$ cat src/umc_pkg.sv
// Purpose: shared constants and types for the serial mode/interrupt configuration block
// Assumes: 32-bit register bus, byte addresses, one word per register
// Notes:   status and mask registers share one bit layout

package umc_pkg;

  // register byte offsets
  localparam logic [7:0]  UMC_OFS_MODE   = 8'h04;
  localparam logic [7:0]  UMC_OFS_IER    = 8'h08;
  localparam logic [7:0]  UMC_OFS_IDR    = 8'h0c;
  localparam logic [7:0]  UMC_OFS_IMR    = 8'h10;
  localparam logic [7:0]  UMC_OFS_STAT   = 8'h14;
  localparam logic [7:0]  UMC_OFS_BRG    = 8'h20;

  // writable bits and reset values
  localparam logic [31:0] UMC_MODE_WMASK = 32'h173fffff;
  localparam logic [31:0] UMC_MODE_RST   = 32'h00000000;
  localparam logic [19:0] UMC_IRQ_MASK   = 20'hf3fff;
  localparam logic [19:0] UMC_IMR_RST    = 20'h00000;
  localparam logic [19:0] UMC_STAT_RST   = 20'h00000;
  localparam logic [15:0] UMC_BRG_RST    = 16'h0000;

  // status bit positions of events the block raises itself
  localparam int          UMC_ST_PARITY_ERROR_FLAG    = 7;
  localparam int          UMC_ST_ITER    = 10;
  localparam int          UMC_ST_NEGATIVE_ACK    = 13;
  localparam int          UMC_ST_MODEM   = 16;

  // line protocol codes
  localparam logic [3:0]  UMC_PROTO_NORMAL = 4'h0;
  localparam logic [3:0]  UMC_PROTO_RS485  = 4'h1;
  localparam logic [3:0]  UMC_PROTO_HWHS   = 4'h2;
  localparam logic [3:0]  UMC_PROTO_MODEM  = 4'h3;
  localparam logic [3:0]  UMC_PROTO_ISO_T0 = 4'h4;
  localparam logic [3:0]  UMC_PROTO_ISO_T1 = 4'h6;
  localparam logic [3:0]  UMC_PROTO_IRDA   = 4'h8;

  // clock source codes
  localparam logic [1:0]  UMC_CLK_MASTER = 2'h0;
  localparam logic [1:0]  UMC_CLK_DIV    = 2'h1;
  localparam logic [1:0]  UMC_CLK_EXT    = 2'h3;

  // loop mode codes
  localparam logic [1:0]  UMC_LOOP_NORMAL = 2'h0;
  localparam logic [1:0]  UMC_LOOP_ECHO   = 2'h1;
  localparam logic [1:0]  UMC_LOOP_LOCAL  = 2'h2;
  localparam logic [1:0]  UMC_LOOP_REMOTE = 2'h3;

  // check bit type codes
  localparam logic [2:0]  UMC_PAR_EVEN  = 3'h0;
  localparam logic [2:0]  UMC_PAR_ODD   = 3'h1;
  localparam logic [2:0]  UMC_PAR_SPACE = 3'h2;
  localparam logic [2:0]  UMC_PAR_MARK  = 3'h3;

  // clock counts
  localparam logic [7:0]  UMC_PRESCALE  = 8'h08;
  localparam logic [3:0]  UMC_OVS16_TOP = 4'hf;
  localparam logic [3:0]  UMC_OVS8_TOP  = 4'h7;

  // mode configuration register layout
  typedef struct packed {
    logic [2:0] rsv_hi;
    logic       rx_filter;
    logic       rsv_27;
    logic [2:0] max_repeat;
    logic [1:0] rsv_23;
    logic       negative_ack_repeat_limit_enable;
    logic       negative_ack_inhibit;
    logic       over8;
    logic       clock_pin_drive;
    logic       nine_bit_select;
    logic       bit_order_select;
    logic [1:0] channel_loop_mode;
    logic [1:0] stop_bit_count;
    logic [2:0] check_bit_type;
    logic       sync_mode;
    logic [1:0] char_width;
    logic [1:0] clock_source_select;
    logic [3:0] line_mode;
  } umc_mode_t;

  // decoded configuration handed to the shifters
  typedef struct packed {
    logic [3:0] proto;
    logic       reserved;
    logic       sync_mode;
    logic [3:0] char_bits;
    logic       par_en;
    logic       multidrop;
    logic [2:0] stop_halves;
    logic       msb_first;
    logic       over8;
  } umc_cfg_t;

endpackage : umc_pkg

$ cat src/umc_rx_filter.sv
// Purpose: optional two-of-three majority filter on the receive line
// Assumes: tick_in is one sixteenth of a bit period, or one eighth when over8 is set
// Notes:   output is registered; idle line level is high
`timescale 1ns/1ps

module umc_rx_filter
  import umc_pkg::*;
(
  // clock and reset
  input  wire logic clk_in,
  input  wire logic nrst_in,
  // control
  input  wire logic filt_en_in,
  input  wire logic tick_in,
  // line
  input  wire logic line_in,
  output logic      line_out
);

  logic [2:0] smp_r;
  logic       maj;

  // three-sample history taken at the sample tick
  always_ff @(posedge clk_in) begin
    if (!nrst_in) begin
      smp_r <= 3'h7;
    end else if (tick_in) begin
      smp_r <= {smp_r[1:0], line_in};
    end
  end

  assign maj = (smp_r[0] & smp_r[1]) | (smp_r[0] & smp_r[2]) | (smp_r[1] & smp_r[2]);

  // filtered or straight line; filtering adds latency, so off unless asked
  always_ff @(posedge clk_in) begin
    if (!nrst_in) begin
      line_out <= 1'b1;
    end else begin
      line_out <= filt_en_in ? maj : line_in; // RULE14
    end
  end
endmodule : umc_rx_filter

$ cat src/umc_core.sv
// Purpose: mode configuration and interrupt enable logic of a serial transceiver
// Assumes: Avalon-MM slave with waitrequest, byte addresses, one wait state
// Notes:   shifters sit outside; this block decodes, clocks, routes and flags
//
// Overview of operation
// RULE1: a four-bit field picks the line protocol; unlisted codes are reserved.
// RULE2: baud source is master, prescaled master or clock pin; pin driven selectively.
// RULE3: character width is 5 to 8 bits, or 9 with nine-bit select.
// RULE4: clocked mode bit 0 means asynchronous, 1 means synchronous.
// RULE5: parity is even, odd, space, mark, none or multi-drop.
// RULE6: stop bits 1, 1.5 or 2; 1.5 reserved when synchronous; 11 reserved.
// RULE7: loop mode selects normal, echo, local loopback or remote loopback.
// RULE8: bit order select chooses LSB or MSB first both ways.
// RULE9: each bit is oversampled by 16, or by 8 when selected.
// RULE10: inhibit bit suppresses negative acknowledge generation.
// RULE11: without repeat limit a parity error raises an immediate negative acknowledge.
// RULE12: with repeat limit, errors are counted; past the limit acknowledges stop, flag sets.
// RULE13: the repeat limit comes from its field, for smart-card T=0 mode.
// RULE14: smoothing bit enables a two-of-three receive filter at sixteenth bit rate; the filter samples at eighth bit rate when over8 is set.
// RULE15: writing one to enable register sets that mask bit; zero does nothing.
// RULE16: enable bits 0 to 19 cover the listed status sources.
// RULE17: writing one to disable register clears that mask bit; zero does nothing.
// RULE18: the mask register reads back which sources are enabled.
// RULE19: interrupt output is high while an enabled status flag is set.
//
// Design decisions made here: the Avalon-MM interface to the registers and the address map.
`timescale 1ns/1ps

module umc_core
  import umc_pkg::*;
(
  // clock and reset
  input  wire logic        core_clk_in,
  input  wire logic        nrst_in,
  // register bus
  input  wire logic [7:0]  avs_address_in,
  input  wire logic        avs_read_in,
  input  wire logic        avs_write_in,
  input  wire logic [31:0] avs_writedata_in,
  output logic [31:0]      avs_readdata_out,
  output logic             avs_waitrequest_out,
  // interrupt
  output logic             irq_out,
  // status events from the shifters, one-cycle pulses
  input  wire logic [19:0] events_in,
  // serial pins
  input  wire logic        rxd_in,
  output logic             txd_out,
  input  wire logic        sck_in,
  output logic             sck_out,
  output logic             sck_oe_out,
  input  wire logic [3:0]  modem_in,
  output logic             negative_ack_out,
  // shifter side
  output umc_cfg_t         cfg_out,
  output logic             sample_tick_out,
  output logic             bit_tick_out,
  input  wire logic        tx_bit_in,
  output logic             rx_bit_out,
  input  wire logic [8:0]  tx_char_in,
  input  wire logic        tx_addr_in,
  output logic [8:0]       tx_word_out,
  output logic             tx_parity_out,
  input  wire logic        rx_valid_in,
  input  wire logic [8:0]  rx_word_in,
  input  wire logic        rx_parity_in,
  output logic [8:0]       rx_char_out
);

  umc_mode_t   m;
  umc_cfg_t    cfg_nxt;
  logic        req, ack_r, wr_acc;
  logic [31:0] mode_r;
  logic [19:0] imr_r, status_r, ev, wd_m;
  logic [15:0] brg_r, baud_cnt_r;
  logic [7:0]  pre_cnt_r;
  logic [3:0]  ovs_cnt_r, ovs_top;
  logic [3:0]  modem_d_r;
  logic        modem_vld_r, sck_d_r, src_tick, pre_tick;
  logic        rxd_filt, iso_t0, perr, rep_hit, iter_ev;
  logic [2:0]  rep_cnt_r;
  logic [8:0]  tx_ord, rx_ord;

  assign m = umc_mode_t'(mode_r);

  // bus handshake: one wait state, then the access is taken
  assign req                 = avs_read_in | avs_write_in;
  assign avs_waitrequest_out = req & ~ack_r;
  assign wr_acc              = avs_write_in & ack_r;

  always_ff @(posedge core_clk_in) begin
    if (!nrst_in) begin
      ack_r <= 1'b0;
    end else begin
      ack_r <= req & ~ack_r;
    end
  end

  // read data is prepared in the wait cycle so it stands at the taking edge
  always_ff @(posedge core_clk_in) begin
    if (!nrst_in) begin
      avs_readdata_out <= 32'h00000000;
    end else if (avs_read_in & ~ack_r) begin
      unique case (avs_address_in)
        UMC_OFS_MODE: avs_readdata_out <= mode_r;
        UMC_OFS_IMR:  avs_readdata_out <= {12'h000, imr_r}; // RULE18
        UMC_OFS_STAT: avs_readdata_out <= {12'h000, status_r};
        UMC_OFS_BRG:  avs_readdata_out <= {16'h0000, brg_r};
        default:      avs_readdata_out <= 32'h00000000;
      endcase
    end
  end

  // configuration registers; reserved bits never store
  always_ff @(posedge core_clk_in) begin
    if (!nrst_in) begin
      mode_r <= UMC_MODE_RST;
      brg_r  <= UMC_BRG_RST;
    end else if (wr_acc) begin
      if (avs_address_in == UMC_OFS_MODE) begin
        mode_r <= avs_writedata_in & UMC_MODE_WMASK;
      end
      if (avs_address_in == UMC_OFS_BRG) begin
        brg_r <= avs_writedata_in[15:0];
      end
    end
  end

  // mask: set-only and clear-only ports so bits can be changed one at a time
  always_ff @(posedge core_clk_in) begin
    if (!nrst_in) begin
      imr_r <= UMC_IMR_RST;
    end else if (wr_acc && avs_address_in == UMC_OFS_IER) begin
      imr_r <= imr_r | (avs_writedata_in[19:0] & UMC_IRQ_MASK); // RULE15 RULE16
    end else if (wr_acc && avs_address_in == UMC_OFS_IDR) begin
      imr_r <= imr_r & ~(avs_writedata_in[19:0] & UMC_IRQ_MASK); // RULE17
    end
  end

  // sticky status, write one to clear; a new event wins over the clear
  always_ff @(posedge core_clk_in) begin
    if (!nrst_in) begin
      status_r <= UMC_STAT_RST;
    end else if (wr_acc && avs_address_in == UMC_OFS_STAT) begin
      status_r <= (status_r & ~avs_writedata_in[19:0]) | ev;
    end else begin
      status_r <= status_r | ev;
    end
  end

  // registered interrupt level
  always_ff @(posedge core_clk_in) begin
    if (!nrst_in) begin
      irq_out <= 1'b0;
    end else begin
      irq_out <= |(status_r & imr_r); // RULE19
    end
  end

  // decode of the mode configuration
  always_comb begin
    cfg_nxt           = '0;
    cfg_nxt.proto     = m.line_mode; // RULE1
    cfg_nxt.reserved  = (m.line_mode == 4'h5) || (m.line_mode == 4'h7) ||
                        (m.line_mode > UMC_PROTO_IRDA) || (m.clock_source_select == 2'h2) ||
                        (m.stop_bit_count == 2'h3) ||
                        (m.sync_mode && m.stop_bit_count == 2'h1); // RULE1 RULE6
    cfg_nxt.sync_mode = m.sync_mode; // RULE4
    cfg_nxt.char_bits = m.nine_bit_select ? 4'h9 : 4'h5 + {2'h0, m.char_width}; // RULE3
    cfg_nxt.par_en    = !(m.check_bit_type[2] && !m.check_bit_type[1]); // RULE5
    cfg_nxt.multidrop = m.check_bit_type[2] && m.check_bit_type[1]; // RULE5
    unique case (m.stop_bit_count)
      2'h1:    cfg_nxt.stop_halves = 3'h3; // RULE6
      2'h2:    cfg_nxt.stop_halves = 3'h4;
      default: cfg_nxt.stop_halves = 3'h2;
    endcase
    cfg_nxt.msb_first = m.bit_order_select; // RULE8
    cfg_nxt.over8     = m.over8;
  end

  always_ff @(posedge core_clk_in) begin
    if (!nrst_in) begin
      cfg_out <= '0;
    end else begin
      cfg_out <= cfg_nxt;
    end
  end

  // fixed prescaler for the divided master clock source
  assign pre_tick = (pre_cnt_r == UMC_PRESCALE - 8'h01);

  always_ff @(posedge core_clk_in) begin
    if (!nrst_in) begin
      pre_cnt_r <= 8'h00;
      sck_d_r   <= 1'b0;
    end else begin
      pre_cnt_r <= pre_tick ? 8'h00 : pre_cnt_r + 8'h01;
      sck_d_r   <= sck_in;
    end
  end

  // source tick: every cycle, prescaled, or rising edge of the clock pin
  always_comb begin
    unique case (m.clock_source_select)
      UMC_CLK_MASTER: src_tick = 1'b1; // RULE2
      UMC_CLK_DIV:    src_tick = pre_tick;
      UMC_CLK_EXT:    src_tick = sck_in & ~sck_d_r;
      default:        src_tick = 1'b0;
    endcase
  end

  // baud divider; a zero divisor stops the sample clock
  always_ff @(posedge core_clk_in) begin
    if (!nrst_in) begin
      baud_cnt_r      <= 16'h0000;
      sample_tick_out <= 1'b0;
    end else begin
      sample_tick_out <= 1'b0;
      if (src_tick && brg_r != 16'h0000) begin
        if (baud_cnt_r >= brg_r - 16'h0001) begin
          baud_cnt_r      <= 16'h0000;
          sample_tick_out <= 1'b1;
        end else begin
          baud_cnt_r <= baud_cnt_r + 16'h0001;
        end
      end
    end
  end

  // oversampling counter gives one bit tick per 16 or 8 samples
  assign ovs_top = m.over8 ? UMC_OVS8_TOP : UMC_OVS16_TOP; // RULE9

  always_ff @(posedge core_clk_in) begin
    if (!nrst_in) begin
      ovs_cnt_r    <= 4'h0;
      bit_tick_out <= 1'b0;
    end else begin
      bit_tick_out <= 1'b0;
      if (sample_tick_out) begin
        if (ovs_cnt_r >= ovs_top) begin
          ovs_cnt_r    <= 4'h0;
          bit_tick_out <= 1'b1; // RULE9
        end else begin
          ovs_cnt_r <= ovs_cnt_r + 4'h1;
        end
      end
    end
  end

  // clock pin: high for the first half of each bit; never fights an external clock
  always_ff @(posedge core_clk_in) begin
    if (!nrst_in) begin
      sck_out    <= 1'b0;
      sck_oe_out <= 1'b0;
    end else begin
      sck_out    <= m.over8 ? ~ovs_cnt_r[2] : ~ovs_cnt_r[3];
      sck_oe_out <= m.clock_pin_drive && (m.clock_source_select != UMC_CLK_EXT); // RULE2
    end
  end

  umc_rx_filter u_rx_filter (
    .clk_in     (core_clk_in),
    .nrst_in    (nrst_in),
    .filt_en_in (m.rx_filter),
    .tick_in    (sample_tick_out),
    .line_in    (rxd_in),
    .line_out   (rxd_filt)
  ); // RULE14

  // channel routing; local loopback parks the pin at idle high
  always_ff @(posedge core_clk_in) begin
    if (!nrst_in) begin
      txd_out    <= 1'b1;
      rx_bit_out <= 1'b1;
    end else begin
      unique case (m.channel_loop_mode)
        UMC_LOOP_NORMAL: begin
          txd_out    <= tx_bit_in;
          rx_bit_out <= rxd_filt;
        end
        UMC_LOOP_ECHO: begin
          txd_out    <= rxd_filt; // RULE7
          rx_bit_out <= rxd_filt;
        end
        UMC_LOOP_LOCAL: begin
          txd_out    <= 1'b1; // RULE7
          rx_bit_out <= tx_bit_in;
        end
        UMC_LOOP_REMOTE: begin
          txd_out    <= rxd_filt; // RULE7
          rx_bit_out <= 1'b1;
        end
      endcase
    end
  end

  // per-bit reorder within the character width; bits above it read zero
  for (genvar i = 0; i < 9; i++) begin : g_order
    assign tx_ord[i] = (4'(i) >= cfg_out.char_bits) ? 1'b0 :
                       cfg_out.msb_first ? tx_char_in[cfg_out.char_bits - 4'h1 - 4'(i)] :
                       tx_char_in[i]; // RULE8
    assign rx_ord[i] = (4'(i) >= cfg_out.char_bits) ? 1'b0 :
                       cfg_out.msb_first ? rx_word_in[cfg_out.char_bits - 4'h1 - 4'(i)] :
                       rx_word_in[i]; // RULE8
  end

  // parity of a masked word; order does not change the sum
  function automatic logic calc_par(input logic [8:0] d, input logic [2:0] t, input logic a);
    logic p;
    p = 1'b0;
    unique case (t)
      UMC_PAR_EVEN:  p = ^d;
      UMC_PAR_ODD:   p = ~^d;
      UMC_PAR_SPACE: p = 1'b0;
      UMC_PAR_MARK:  p = 1'b1;
      default:       p = a;
    endcase
    return p;
  endfunction : calc_par

  always_ff @(posedge core_clk_in) begin
    if (!nrst_in) begin
      tx_word_out   <= 9'h000;
      tx_parity_out <= 1'b0;
      rx_char_out   <= 9'h000;
    end else begin
      tx_word_out   <= tx_ord;
      tx_parity_out <= calc_par(tx_ord, m.check_bit_type, tx_addr_in); // RULE5
      if (rx_valid_in) begin
        rx_char_out <= rx_ord;
      end
    end
  end

  // receive check; multi-drop carries an address flag, so nothing to check
  assign perr = rx_valid_in && cfg_nxt.par_en && !cfg_nxt.multidrop &&
                (rx_parity_in != calc_par(rx_ord, m.check_bit_type, 1'b0)); // RULE5

  assign iso_t0  = (m.line_mode == UMC_PROTO_ISO_T0);
  assign rep_hit = (rep_cnt_r >= m.max_repeat); // RULE13
  assign iter_ev = iso_t0 && perr && m.negative_ack_repeat_limit_enable && rep_hit;

  // smart-card acknowledge; the count restarts on every clean character
  always_ff @(posedge core_clk_in) begin
    if (!nrst_in) begin
      negative_ack_out  <= 1'b0;
      rep_cnt_r <= 3'h0;
    end else begin
      negative_ack_out <= 1'b0;
      if (iso_t0 && rx_valid_in) begin
        if (!perr) begin
          rep_cnt_r <= 3'h0;
        end else if (!m.negative_ack_repeat_limit_enable) begin
          negative_ack_out <= !m.negative_ack_inhibit; // RULE10 RULE11
        end else if (!rep_hit) begin
          negative_ack_out  <= !m.negative_ack_inhibit; // RULE10 RULE12
          rep_cnt_r <= rep_cnt_r + 3'h1;
        end
      end
    end
  end

  // modem input change; first sample after reset is only a reference
  always_ff @(posedge core_clk_in) begin
    if (!nrst_in) begin
      modem_d_r   <= 4'h0;
      modem_vld_r <= 1'b0;
    end else begin
      modem_d_r   <= modem_in;
      modem_vld_r <= 1'b1;
    end
  end

  // event collection into the status layout
  always_comb begin
    ev                   = events_in & UMC_IRQ_MASK;
    ev[UMC_ST_PARITY_ERROR_FLAG]      = ev[UMC_ST_PARITY_ERROR_FLAG] | perr;
    ev[UMC_ST_ITER]      = ev[UMC_ST_ITER] | iter_ev; // RULE12
    ev[UMC_ST_NEGATIVE_ACK]      = ev[UMC_ST_NEGATIVE_ACK] | negative_ack_out;
    ev[UMC_ST_MODEM+:4]  = ev[UMC_ST_MODEM+:4] | ((modem_in ^ modem_d_r) & {4{modem_vld_r}});
  end

  // masked write data as a plain signal so the mask checks can look back at it
  assign wd_m = avs_writedata_in[19:0] & UMC_IRQ_MASK;
endmodule : umc_core

$ cat config.mk
export PLATFORM = sky130hd
export DESIGN_NAME = umc_core
export DESIGN_NICKNAME = d
export VERILOG_FILES = /design/src/umc_pkg.sv /design/src/umc_rx_filter.sv /design/src/umc_core.sv
export SDC_FILE = /design/constraint.sdc
export NUM_CORES = 1
export LEC_CHECK = 0
export ABC_CLOCK_PERIOD_IN_PS = 6400
export CAP_MARGIN = 15
export CORE_UTILIZATION = 50
export CTS_BUF_LIST = sky130_fd_sc_hd__clkbuf_4
export DETAILED_ROUTE_END_ITERATION = 10
export DONT_BUFFER_PORTS = 1
export PLACE_DENSITY = 0.75
export SLEW_MARGIN = 40
export SYNTH_ARGS = -nofsm -noshare
export SYNTH_HDL_FRONTEND = slang
export SYNTH_HIERARCHICAL = 1
export SYNTH_SLANG_ARGS = --single-unit
export TNS_END_PERCENT = 5
$ cat constraint.sdc
create_clock -name core_clk_in -period 6.4 [get_ports core_clk_in]
set_clock_uncertainty 0.1 [all_clocks]
set_input_delay 0 -clock core_clk_in [delete_from_list [all_inputs] [get_ports core_clk_in]]
set_output_delay 0 -clock core_clk_in [all_outputs]
set_load 0.005 [all_outputs]
==> results by group <==
Logic synthesis
  • Number of synthesized flops with an enable pin: 0
  • Largest family of logic cells by synthesized area: simple AND/OR/NAND/NOR gates
  • Syn_area_per_cell: between 8 and 9 µm²
  • Synthesized area: around 9900 µm²
  • Yosys warnings: 6
  • Sequential share of the synthesized area: 38.7%
  • Post-synth ARST share: 0%
  • Netlist cell types: 74
  • Synth Area in XOR/XNOR: 6.43%
  • Synth area leaders: dfxtp_1 (39%), nand2_1 (6.7%), a21oi_1 (6.4%), nor2_1 (4.7%), ha_1 (3.9%)
  • Largest area contributor in the synthesized netlist: dfxtp_1
  • Most common cell in the netlist: dfxtp_1
  • Complex-gate fraction of the synthesized area: 18.2%
  • Synth Area in Adders: about 3.9%
  • FF+latch count, synth: roughly 190
  • Yosys top cell area share: between 30% and 40%
  • Multiplexer share of the synthesized area: 7.53%
  • Synth Instances: 1174
  • Post-synthesis simple-gate area fraction: approximately 21%
  • Top post-synthesis cells by count: dfxtp_1 (192), nand2_1 (176), a21oi_1 (127), nor2_1 (123), clkbuf_1 (63)
  • Prevailing post-synth register cell: dfxtp_1

Worst setup path
  • Critical path class: reg2reg
  • Reg2Reg Depth: 13
  • CP peak stage delay: 0.85 ns
  • Critical path's top delay family: compound AO/OA/AOI/OAI gates
  • CP Cell Sequence: inv_1 -> ha_1 -> or4b_2 -> o221ai_1 -> a211oi_1 -> o32ai_1 -> a31oi_2 -> xnor3_1 -> xor3_1 -> o21a_1 -> or4_1 -> o21ai_1 -> o2bb2ai_1
  • WP buf/inv: 1
  • CP max FO: 22
  • Required time of the critical path: between 6 and 7 ns
  • Startpoint types: flip-flop
  • Worst endpoint data arrival time: between 5 and 6 ns
  • CP Depth: 13
  • Worst Setup End Kind: flip-flop
  • Slowest cell on crit path: ha_1

STA
  • Period utilization: around 83%
  • Setup TNS: 0 ns
  • Max-slew violation count: 0
  • Final WS setup: approximately 1.1 ns
  • Slew margin rel.: 46.5%
  • Worst Tran Pin Value: 0.795 ns
  • Max Clk Rate: 188 MHz
  • Fin Hold WS: roughly 0.0031 ns
  • Number of setup violations in the final report: 0
  • RSZ-0062 raised after global routing: no
  • Hold Vio Cnt, Final: 0
  • Tmin final: 5.33 ns

Power
  • Leakage dissipation: approximately 4.4 nW
  • Worst IR Drop VDD: 102 µV
  • Power share of the clock group: ~30%
  • Cell Pwr Density: approximately 190 nW/µm²
  • Seq pwr share: approximately 57%
  • Psw: between 600 and 700 µW
  • Combinational fraction of design power: 12.9%
  • Internal power: approximately 1.6 mW
  • Sw Share: between 20 and 30%

Clocking
  • CTS buffer count: 17
  • CTS tree: built
  • CTS Sinks: 192
  • Clock slew at reported path FFs: about 0.15 ns
  • # H-tree levels: 4
  • Post_cts resized: 0
  • Deepest clock path buffer count: 2
  • Root buf cell: clkbuf_4
  • Clock Latency Late Sink: 0.61 ns

Placed design
  • Placed Instance Area: 10000 µm²
  • GP Congestion: roughly 0.94
  • Post-Place Setup Slack: around 1.1 ns
  • Port Buf Inserts: 0
  • Hpwl dp: just under 20000 µm

Global route
  • Top Usage Layer GRT: met2
  • Routing usage on met1: between 30% and 40%
  • Vias in the first global route: 8814
  • First-pass GRT wire length: around 46000 µm
  • Initial antenna violation count: 2
  • Met2 usage: between 40% and 50%
  • Maximum number of pins on one net before global-route repair: between 70 and 80
  • GR Overflow Total: 0
  • GR Layer Usage met3: roughly 7%
  • Total track usage: 29.2%

Floorplanning
  • Initial core utilization: 51.0%
  • Die area: a little over 20000 µm²
  • Die H: 143 µm
  • Die width: approximately 140 µm
  • # rows: 51
  • Core region area: 19500 µm²
  • Ports: between 150 and 200

Routing
  • Via count: ~9400
  • Antenna Violating Nets Remaining: 0
  • Via density: 6.10
  • Routed WL per cell: around 19 µm
  • 1st-iter DRT viols: around 1000
  • Post-route DRC: 1
  • Total iterations of the first detailed-routing run: 11
  • Routed WL: between 20000 and 30000 µm

Cells and area
  • Post-layout nets: about 1400
  • Design area: 11600 µm²
  • Fillers: 1663
  • Fraction of layout cells with a size suffix above 1: 7.61%
  • Syn-to-layout area delta: 17.3%

Worst hold path
  • Hold Crit Depth: 4
  • HP Class: in2reg

Flow run
  • Max Cap Viol: 0

Status
  • Outcome: complete, but fails checks
  • Failing checks: DRC
[worst register-to-register path, cell delays in order (launching register included)]
cell and delay [ns]:
dfxtp_1 0.70, inv_1 0.22, ha_1 0.85, or4b_2 0.65, o221ai_1 0.30, a211oi_1 0.13
o32ai_1 0.18, a31oi_2 0.20, xnor3_1 0.37, xor3_1 0.41, o21a_1 0.18, or4_1 0.67
o21ai_1 0.21, o2bb2ai_1 0.13
[sequential cells by signal (all words and copies together), names as in the netlist, 3 cells and up, named ones only]
name,flops
ovs_cnt_r,4
brg_r,16
tx_word_out,9
status_r,20
pre_cnt_r,8
rx_char_out,9
m,26
cfg_out,17
avs_readdata_out,26
rep_cnt_r,3
baud_cnt_r,16
u_rx_filter/smp_r,3
modem_d_r,4
[routing by layer]
layer,wire length (µm),vias to the layer above,part of all wire [%]
li1,-,4359,-
met5,13,-,0.044
met1,12100,4465,41
met2,13700,495,46
met3,2720,74,9.2
met4,919,2,3.1
[layout make-up]
type	instances	area, µm²	share of cell area [%]
Timing Repair Buffer	144	1430	12.3
Antenna cell	1	2.50	0.0215
Inverter	21	81.3	0.699
Clock inverter	14	129	1.11
Tap cell	265	332	2.85
Multi-Input combinational cell	885	5680	48.8
Sequential cell	192	3850	33.0
Clock buffer	18	135	1.16
[layout by cell type, fill, tap and decap left out, types with 14 or more instances in the layout]
cell type	instances
nand3_1	32
a311oi_1	21
o21ai_0	20
xor2_1	23
nor3_1	17
dlygate4sd3_1	132
inv_1	19
and3_1	16
ha_1	31
nand2_1	176
dfxtp_1	190
nor2_1	123
mux2i_1	24
a222oi_1	14
clkbuf_4	18
a31oi_1	15
mux2_2	21
a21oi_1	127
xnor2_1	37
and2_1	23
[metrics by stage]
step                instances  util, %  total power [mW]
global placement         1372     51.3              1.45
global route             1540     59.8              2.24
floorplan                1179        -              1.43
CTS                      1537     59.7              2.15
finish                   1540     59.8              2.16
detailed placement       1372     51.4              1.45
[timing repair]
action	in CTS	in global routing
buffers inserted	0	0
endpoints found under the setup margin	0	0
hold buffers	133	2
endpoints found under the hold margin	178	3
[kinds of logic (layout without fill, tap and decap cells)]
logic type,Yosys count,in the layout
AND/OR/NAND/NOR,450,450
AO/OA/AOI/OAI,276,276
flip-flops,192,192
buffers and inverters,102,197
XOR/XNOR,65,65
multiplexers,57,57
adder cells (fa/ha/maj),31,31
other,1,7
[final timing paths]
path,from,end,slack [ns]
hold reg to reg,pre_cnt_r[0],pre_cnt_r[0],0.36
setup reg to reg,cfg_out[8],rep_cnt_r[1],1.07
hold / removal,avs_write_in,status_r[12],0.003
setup / recovery,cfg_out[8],rep_cnt_r[1],1.07
[power groups by stage]
| stage | logic [mW] | clock network, mW | registers (mW) |
|---|---|---|---|
| 2_1_floorplan | 0.173 | 0 | 1.25 |
| 6_report | 0.278 | 0.645 | 1.24 |
| 4_1_cts | 0.271 | 0.645 | 1.24 |
| 3_5_place_dp | 0.192 | 0 | 1.26 |
| 3_3_place_gp | 0.189 | 0 | 1.26 |
| 5_1_grt | 0.299 | 0.699 | 1.24 |
(Power assumes the default switching activity.)
